File: config.mk
export PLATFORM = sky130hd
export DESIGN_NAME = bridge_general_and_clock_control
export DESIGN_NICKNAME = d
export VERILOG_FILES = /design/src/rtl/bridge_ctl_pkg.sv /design/src/rtl/bridge_general_and_clock_control.sv
export SDC_FILE = /design/constraint.sdc
export NUM_CORES = 1
export LEC_CHECK = 0
export BUFFER_PORTS_ARGS = -buffer_cell sky130_fd_sc_hd__buf_2
export CAP_MARGIN = 15
export CORE_ASPECT_RATIO = 0.5
export CORE_MARGIN = 2
export CORE_UTILIZATION = 46
export CTS_CLUSTER_SIZE = 40
export DETAILED_ROUTE_END_ITERATION = 10
export GPL_TIMING_DRIVEN = 0
export HOLD_SLACK_MARGIN = 0.12
export PLACE_DENSITY = 0.88
export SLEW_MARGIN = 5
export SYNTH_ARGS = -nofsm -noshare
export SYNTH_HDL_FRONTEND = slang
export SYNTH_SLANG_ARGS = --single-unit
File: constraint.sdc
create_clock -name clk -period 1.22 [get_ports clk]
set_input_delay 0.061 -clock clk [delete_from_list [all_inputs] [get_ports clk]]
set_output_delay 0.061 -clock clk [all_outputs]
set_load 0.01 [all_outputs]
File: src/rtl/bridge_ctl_pkg.sv
// Constants for the bridge general control and secondary clock control block
package bridge_ctl_pkg;
  localparam logic [7:0]  gen_ctl_offset      = 8'hd4;
  localparam logic [7:0]  clk_ctl_offset      = 8'hd8;
  localparam logic [7:0]  clk_mask_offset     = 8'hd9;
  localparam logic [31:0] gen_ctl_reset       = 32'h0006_c000;
  localparam logic [31:0] gen_ctl_rw_mask     = 32'h007f_ffff;
  localparam logic [7:0]  clk_ctl_reset       = 8'h00;
  localparam logic [7:0]  clk_rw_mask         = 8'h7f;
  localparam int          prefetch_off_bit    = 19;
  localparam int          shallow_lat_lsb     = 16;
  localparam int          deep_lat_lsb        = 13;
  localparam int          vc_cap_bit          = 12;
  localparam int          d3_stop_bit         = 11;
  localparam int          beacon_bit          = 10;
  localparam int          power_scale_lsb     = 8;
  localparam int          power_value_lsb     = 0;
  localparam int          override_lsb        = 20;
  localparam logic [2:0]  override_clk_off    = 3'h2;
  localparam logic [2:0]  override_clk_off_pw = 3'h3;
  localparam logic [11:0] aer_next_off        = 12'h000;
  localparam logic [11:0] aer_next_vc         = 12'h150;
  localparam logic [1:0]  pm_state_d3         = 2'h3;
endpackage

File: src/rtl/bridge_general_and_clock_control.sv
// Bridge general control low bits and secondary clock output gating
// How it works
// [RULE_01] Prefetch-off bit clear prefetches to cache line; set fetches one dword.
// [RULE_02] Shallow idle exit latency bits 18:16 mirror into capability bits 8:6.
// [RULE_03] Deep idle exit latency bits 15:13 mirror into capability bits 11:9.
// [RULE_04] VC enable makes error header next offset 150h, else 000h.
// [RULE_05] D3 clock-stop enable stops all secondary clocks while in D3.
// [RULE_06] Beacon-select clear wakes by wake only; set uses beacon and wake.
// [RULE_07] Power scale bits 9:8 select multiplier 1.0, 0.1, 0.01, 0.001.
// [RULE_08] Eight-bit minimum power value, reset 00h, reprogrammed by firmware.
// [RULE_09] Resettable fields return to default on link, global or power-on reset.
// [RULE_10] D3 stop and beacon bits survive link and global reset.
// [RULE_11] Clock control bits 6:0 disable outputs 0 to 6, reset 00h.
// [RULE_12] Clock control bit 7 reads zero and ignores writes.
// [RULE_13] Override clock-off code plus exceeded power limit stops masked clocks.
// [RULE_14] Stopped clocks are gated glitch-free and held low.
`timescale 1ns/1ns
module bridge_general_and_clock_control #(
  parameter int num_clocks = 7
) (
  // Clock and resets
  input  wire logic                  clk,
  input  wire logic                  srst,
  input  wire logic                  link_reset,
  input  wire logic                  global_reset_input,
  // Configuration access
  input  wire logic [7:0]            cfg_addr,
  input  wire logic                  cfg_wr,
  input  wire logic [3:0]            cfg_be,
  input  wire logic [31:0]           cfg_wdata,
  input  wire logic                  cfg_rd,
  output logic [31:0]                cfg_rdata,
  // Power state and slot power
  input  wire logic [1:0]            pm_state,
  input  wire logic                  slot_power_exceeded,
  input  wire logic                  l2_wake_request,
  // Policy outputs
  output logic                       burst_prefetch_off,
  output logic                       single_dword_fetch,
  output logic [2:0]                 cap_shallow_idle_latency,
  output logic [2:0]                 cap_deep_idle_latency,
  output logic [11:0]                aer_next_cap_offset,
  output logic [1:0]                 min_power_scale,
  output logic [7:0]                 min_power_value,
  output logic                       wake_out,
  output logic                       beacon_out,
  // Secondary clocks
  input  wire logic                  sec_clk_src,
  output logic [num_clocks-1:0]      secondary_clock_output
);
  // Only seven disable bits exist in the clock control byte
  if (num_clocks < 1 || num_clocks > 7) begin : g_bad_num_clocks
    $error("num_clocks must be 1 to 7");
  end

  logic [31:0]           gen_ff;
  logic [31:0]           nxt_gen;
  logic [7:0]            clk_ctl_ff;
  logic [7:0]            nxt_clk_ctl;
  logic [7:0]            clk_mask_ff;
  logic [7:0]            nxt_clk_mask;
  logic [1:0]            pm_sync_ff;
  logic [1:0]            pm_ff;
  logic [1:0]            lim_sync_ff;
  logic [1:0]            wake_sync_ff;
  logic [1:0]            src_sync_ff;
  logic [num_clocks-1:0] run_ff;
  logic [num_clocks-1:0] clk_out_ff;
  logic [31:0]           rdata_ff;

  wire logic [31:0] be_mask = {{8{cfg_be[3]}}, {8{cfg_be[2]}},
                               {8{cfg_be[1]}}, {8{cfg_be[0]}}};
  wire logic gen_hit  = cfg_addr == bridge_ctl_pkg::gen_ctl_offset;
  wire logic clk_hit  = cfg_addr == bridge_ctl_pkg::clk_ctl_offset;
  wire logic mask_hit = cfg_addr == bridge_ctl_pkg::clk_mask_offset;
  wire logic [31:0] gen_wmask = be_mask & bridge_ctl_pkg::gen_ctl_rw_mask;
  wire logic full_reset = srst | link_reset | global_reset_input; // RULE_09
  wire logic [1:0] sticky_mask_pos = 2'h3;
  wire logic [31:0] sticky_bits =
    32'(sticky_mask_pos) << bridge_ctl_pkg::beacon_bit;

  // Sticky bits clear only on power-on reset or a write, never on link or global reset
  always_comb begin
    nxt_gen = gen_ff;
    if (cfg_wr && gen_hit) begin
      nxt_gen = (gen_ff & ~gen_wmask) | (cfg_wdata & gen_wmask);
    end
    if (srst) begin
      nxt_gen = bridge_ctl_pkg::gen_ctl_reset; // RULE_09
    end else if (link_reset || global_reset_input) begin
      nxt_gen = (bridge_ctl_pkg::gen_ctl_reset & ~sticky_bits)
                | (gen_ff & sticky_bits); // RULE_10
    end
  end

  // Clock control and mask: byte lane 0 only, bit 7 fixed low
  assign nxt_clk_ctl = full_reset ? bridge_ctl_pkg::clk_ctl_reset :
    (cfg_wr && clk_hit && cfg_be[0]) ?
      (cfg_wdata[7:0] & bridge_ctl_pkg::clk_rw_mask) : clk_ctl_ff; // RULE_12
  assign nxt_clk_mask = full_reset ? bridge_ctl_pkg::clk_ctl_reset :
    (cfg_wr && mask_hit && cfg_be[0]) ?
      (cfg_wdata[7:0] & bridge_ctl_pkg::clk_rw_mask) : clk_mask_ff;

  always_ff @(posedge clk) begin
    gen_ff      <= nxt_gen;
    clk_ctl_ff  <= nxt_clk_ctl; // RULE_11
    clk_mask_ff <= nxt_clk_mask;
  end

  // Field decode
  wire logic [2:0] ovr =
    gen_ff[bridge_ctl_pkg::override_lsb +: 3];
  wire logic in_d3 = pm_ff == bridge_ctl_pkg::pm_state_d3;
  wire logic d3_stop = gen_ff[bridge_ctl_pkg::d3_stop_bit] && in_d3; // RULE_05
  wire logic ovr_stop = (ovr == bridge_ctl_pkg::override_clk_off ||
                         ovr == bridge_ctl_pkg::override_clk_off_pw)
                        && lim_sync_ff[1]; // RULE_13
  wire logic [num_clocks-1:0] want_run =
    ~(clk_ctl_ff[num_clocks-1:0]
      | (ovr_stop ? clk_mask_ff[num_clocks-1:0] : '0)
      | {num_clocks{d3_stop}}); // RULE_11
  wire logic [31:0] rd_mux =
    gen_hit  ? gen_ff :
    clk_hit  ? {24'h0, clk_ctl_ff} :
    mask_hit ? {24'h0, clk_mask_ff} : 32'h0; // RULE_12

  // Pin inputs are synchronised before use
  always_ff @(posedge clk) begin
    if (srst) begin
      pm_sync_ff   <= 2'h0;
      pm_ff        <= 2'h0;
      lim_sync_ff  <= 2'h0;
      wake_sync_ff <= 2'h0;
      rdata_ff     <= 32'h0;
    end else begin
      pm_sync_ff   <= pm_state;
      pm_ff        <= pm_sync_ff;
      lim_sync_ff  <= {lim_sync_ff[0], slot_power_exceeded};
      wake_sync_ff <= {wake_sync_ff[0], l2_wake_request};
      rdata_ff     <= cfg_rd ? rd_mux : rdata_ff;
    end
  end

  // Field slices of the general control word
  wire logic        fld_prefetch_off =
    gen_ff[bridge_ctl_pkg::prefetch_off_bit];
  wire logic [2:0]  fld_shallow_lat =
    gen_ff[bridge_ctl_pkg::shallow_lat_lsb +: 3];
  wire logic [2:0]  fld_deep_lat =
    gen_ff[bridge_ctl_pkg::deep_lat_lsb +: 3];
  wire logic        fld_vc_on =
    gen_ff[bridge_ctl_pkg::vc_cap_bit];
  wire logic        fld_beacon_on =
    gen_ff[bridge_ctl_pkg::beacon_bit];
  wire logic [1:0]  fld_power_scale =
    gen_ff[bridge_ctl_pkg::power_scale_lsb +: 2];
  wire logic [7:0]  fld_power_value =
    gen_ff[bridge_ctl_pkg::power_value_lsb +: 8];
  wire logic [11:0] sel_aer_offset = fld_vc_on ?
    bridge_ctl_pkg::aer_next_vc : bridge_ctl_pkg::aer_next_off; // RULE_04

  // Latency reset values follow the control word default
  wire logic [2:0]  rst_shallow_lat =
    bridge_ctl_pkg::gen_ctl_reset[bridge_ctl_pkg::shallow_lat_lsb +: 3];
  wire logic [2:0]  rst_deep_lat =
    bridge_ctl_pkg::gen_ctl_reset[bridge_ctl_pkg::deep_lat_lsb +: 3];

  // Registered policy outputs
  always_ff @(posedge clk) begin
    if (srst) begin
      burst_prefetch_off       <= 1'b0;
      single_dword_fetch       <= 1'b0;
      cap_shallow_idle_latency <= rst_shallow_lat;
      cap_deep_idle_latency    <= rst_deep_lat;
      aer_next_cap_offset      <= bridge_ctl_pkg::aer_next_off;
      min_power_scale          <= 2'h0;
      min_power_value          <= 8'h00;
      wake_out                 <= 1'b0;
      beacon_out               <= 1'b0;
    end else begin
      burst_prefetch_off       <= fld_prefetch_off; // RULE_01
      single_dword_fetch       <= fld_prefetch_off; // RULE_01
      cap_shallow_idle_latency <= fld_shallow_lat; // RULE_02
      cap_deep_idle_latency    <= fld_deep_lat; // RULE_03
      aer_next_cap_offset      <= sel_aer_offset; // RULE_04
      min_power_scale          <= fld_power_scale; // RULE_07
      min_power_value          <= fld_power_value; // RULE_08
      wake_out                 <= wake_sync_ff[1]; // RULE_06
      beacon_out               <= wake_sync_ff[1] && fld_beacon_on; // RULE_06
    end
  end

  assign cfg_rdata = rdata_ff;

  // The source is a pin, so it is resampled on clk through two flops.
  // Limitation: the source must toggle no faster than half of clk.
  // Enables change only in the low phase, so no shortened pulse escapes
  wire logic                  src_low     = !src_sync_ff[1];
  wire logic [num_clocks-1:0] nxt_run     = src_low ? want_run : run_ff;
  wire logic [num_clocks-1:0] nxt_clk_out =
    {num_clocks{src_sync_ff[1]}} & run_ff;

  // Every output edge comes from one flop, so a stop holds it low cleanly
  always_ff @(posedge clk) begin
    if (srst) begin
      src_sync_ff <= 2'h0;
      run_ff      <= '0;
      clk_out_ff  <= '0;
    end else begin
      src_sync_ff <= {src_sync_ff[0], sec_clk_src};
      run_ff      <= nxt_run; // RULE_14
      clk_out_ff  <= nxt_clk_out; // RULE_14
    end
  end

  assign secondary_clock_output = clk_out_ff;
endmodule // bridge_general_and_clock_control

# --- Word level (Yosys, flattened, before mapping) ---
# Index checks and enable logic that the tools add are counted.
totals:
  reg_bits: 133
  inputBits: 55
  out_inout_bits: 71
  word_cells: 54
op_classes:
  eq_ne: 6
  n_mux: 5
  bitwise: 11
  reduce_logical: 12
op_table:
  columns: ["cell", "count"]
  rows:
  - ["bitwise AND 32 x 23 -> 32 bit", 1]
  - ["bitwise AND 32 bit", 1]
  - ["2-to-1 mux 32 bit", 1]
  - ["inverter 23 -> 32 bit", 1]
  - ["bitwise OR 32 bit", 1]
  - ["== test 8 bit, second input constant", 3]
  - ["2-to-1 mux 7 bit", 3]
  - ["bitwise OR 7 bit", 2]
  - ["2-to-1 mux 9 bit", 1]
  - ["logical AND 1 bit", 8]
  - ["bitwise AND 7 bit", 1]
  - ["inverter 7 bit", 1]
  - ["== test 3 x 2 -> 1 bit, second input constant", 2]
  - ["== test 2 bit, second input constant", 1]
  - ["logical OR 1 bit", 2]
  - ["bitwise OR 1 bit", 2]
  - ["AND reduction 2 bit", 1]
  - ["OR reduction 2 bit", 1]
  - ["inverter 1 bit", 1]

# --- Depth between registers and ports, before layout ---
logic_depth:
  word_depth: 7
  depth_mapped: 5
  depth_no_buf: 3

# --- Worst setup path before layout ---
# No wires, ideal clock.
synth_path:
  path_type: "in2reg"
  startpoint: "in cfg_addr[5]"
  endpoint: "reg clk_ctl_ff[0]"
  setup_ns: 0.123
  arrival_time_ns: 1.194
  required_time_ns: 1.097
  setup_slack_ns: -0.097
  stages: 4
  n_path_buf: 1
  cell_sequence: "nand4b_1 -> or4_1 -> buf_2 -> mux2i_1"
synth_between:
  elab_chain_len: 3
synth_rtl:
  columns: ["element", "line_no", "rtl"]
  rows:
  - ["from (decl)", "bridge_general_and_clock_control.sv:27", "input wire logic [7:0] cfg_addr,"]
  - ["== test 8 bit", "bridge_general_and_clock_control.sv:74", "wire logic clk_hit = cfg_addr == bridge_ctl_pkg::clk_ctl_offset;"]
  - ["logical AND 1 bit (2 in series)", "bridge_general_and_clock_control.sv:98", "(cfg_wr && clk_hit && cfg_be[0]) ?"]
  - ["to (signal assigned)", "bridge_general_and_clock_control.sv:106", "clk_ctl_ff <= nxt_clk_ctl;"]
  - ["to (decl)", "bridge_general_and_clock_control.sv:58", "logic [7:0] clk_ctl_ff;"]
# Every way passes these cells.
# A chain may end at the register's enable or synchronous reset.

==> flow_summary.yaml <==
status:
  status: "finished, violations left"
  violations: "negative setup slack"
timing:
  maxSlewHeadroom_pct: 54.7
  setup_slack_ns: -0.0397
  skew_ns: 0.00873
  worst_pin_slew_ns: 0.680
  hold_viol_final: 0
  drv_slew: 0
  period_minus_slack_ns: 1.26
  final-setup-viol-count: 4
  rsz0062_at_grt: "yes"
  finalSetupTns_ns: -0.124
  finalCritPeriodShare_pct: 103
  holdWs_ns: 0.182
  clock.fmax_mhz: 794
critical_path:
  cp_slowest_cell: "and3b_2"
  crit_type: "reg2reg"
  cp_num_buf_inv: 0
  cp_slowest_stage_delay_ns: 0.38
  critPathRequiredTime_ns: 1.45
  worstPathCellList: "and3b_2 > a211oi_2 > or2_2"
  cp_max_fo: 7
  arrival_ns: 1.49
  crit_family: "simple AND/OR/NAND/NOR gates"
  critPathLaunchType: "flop"
  crit_path_end_kind: "flop"
run:
  drv_cap: 0
clock_tree:
  numCtsBuffers: 9
  clk_path_buf_depth: 2
  htreeDepth: 3
  clock-root-buffer: "clkbuf_16"
  clk_latency_ns: 0.34
  clkSinkCount: 104
  cts_tree: "built"
  clk_pin_slew_ns: 0.07
logic_synthesis:
  syn_inst: 416
  synth-seq-cells: 104
  synth-main-ff-cell: "dfxtp_1"
  synth_edf_count: 0
  synthesis.area_um2: 4000
  async_flop_share_pct: 0
  synth_top_area_share_pct: 52.0
  yosysMostFrequentCell: "dfxtp_1"
  ys_seq_area_share_pct: 52.0
  yosys-top-cells-area: "dfxtp_1 (52%), mux2i_1 (6.0%), nor2b_1 (5.3%)"
  syn_area_per_cell_um2: 9.62
  yosys.area.top_type: "dfxtp_1"
  post_synth_num_cell_types: 34
  netlist_top_cells_count: "dfxtp_1 (104), nand2_1 (40), nor2b_1 (34)"
  synth_warnings: 0
floorplan:
  io_pins: 126
  start_util_pct: 48.6
  dieWidth_um: 136
  core_area_um2: 8230
  die_h_um: 70.0
  row_count: 23
  die_area_um2: 9510
drt:
  viasPerCell: 5.46
  vias: 3737
  antenna_left: 0
  drt-total-wl_um: 11500
  firstDrtPassIters: 5
  drcViolationCount: 0
  drt_iter0_drc: 410
  wl_per_cell_um: 16.8
power:
  p_leak_nw: 2.36
  vdd_drop_max_uv: 855
  powerDensity_nw_per_um2: 1290
final_layout:
  drive_above_1_share_pct: 30.7
  areaGrowthSynthToFinish_pct: 35.5
  final_cells: 685
  num-nets-final: 624
  fin_util_pct: 65.9
  stdcell_area_um2: 5430
  n_antenna_cell: 0
global_routing:
  grt_pass1_vias: 3524
  antenna_found_initial: 0
  grt_overflow_total: 0
  grt_usage_pct: 23.5
  grt_pass1_wl_um: 17400
  grt_max_degree: 17
placed_design:
  dp_hpwl_um: 7130
  gp_congestion: 0.931
  dp_cells: 640
  place_area_um2: 4710
  port_buffers: 95
worst_hold_path:
  min_path_type: "in2reg"
## what timing repair did
item,in CTS,in global routing
pin swaps,1,7
hold buffers,28,0
setup endpoints to repair,29,66
endpoints found under the hold margin,42,0
setup buffers,1,3
gates resized for setup,6,29
## metal layers
| metal | share of wire, % | GRT usage, % |
|---|---|---|
| met1 | 39 | 27.9 |
| met4 | 3.7 | 11.0 |
| met5 | 0 | 0 |
| met3 | 8.1 | 5.66 |
| met2 | 49 | 40.1 |
## power breakdown
group          internal [W]  total [W]  switching [W]
clock               0.00179    0.00303        0.00124
sequential          0.00343    0.00344     0.00000894
combinational      0.000242   0.000523       0.000282
total               0.00546    0.00699        0.00153
## cells by family after synthesis
logic type,Yosys count,share of synthesized area [%]
muxes,24,6.00
and+or+nand+nor,170,24.6
buffers and inverters,53,7.00
DFF,104,52.0
other,1,0.0937
AOI/OAI and AO/OA,64,10.3
## cell usage in the layout, fill, tap and decap left out, types with 9 or more instances in the layout
master / instances
clkbuf_1: 18
o31ai_1: 16
buf_2: 96
nand2b_1: 20
mux2i_1: 24
nand4_1: 26
dfxtp_1: 102
nor2b_1: 33
clkbuf_16: 9
and2_1: 10
nand2_1: 40
nor2_1: 10
dlygate4sd3_1: 28
buf_4: 24
conb_1: 18
a21oi_1: 25
## stage by stage
step	power, W	setup WS, ns
detailed placement	0.00392	-0.438
finish	0.00699	-0.0397
floorplan	0.00376	-0.0781
global placement	0.00391	-0.386
global route	0.00718	-0.0626
CTS	0.00696	-0.0195
## layout make-up
| type | count | area (µm²) |
|---|---|---|
| Sequential cell | 104 | 2080 |
| Tap cell | 112 | 140 |
| Timing Repair Buffer | 127 | 798 |
| Clock buffer | 10 | 229 |
| Multi-Input combinational cell | 276 | 1780 |
| Clock inverter | 5 | 81.3 |
| Buffer | 51 | 309 |
| Fill cell | 602 | 2810 |
## worst min-delay path, delay by kind of cell
family,cells,cell delay (ns)
muxes,1,0.08
and+or+nand+nor,2,0.20
buffers and inverters,1,0.13
## final timing paths
kind	from	to	slack, ns	depth (start not counted)
max	flop	run_ff[1]	-0.04	3
min	global_reset_input	flop	0.18	4
max reg2reg	flop	run_ff[1]	-0.04	3
min reg2reg	lim_sync_ff[0]	lim_sync_ff[1]	0.45	1
(Power assumes the default switching activity.)
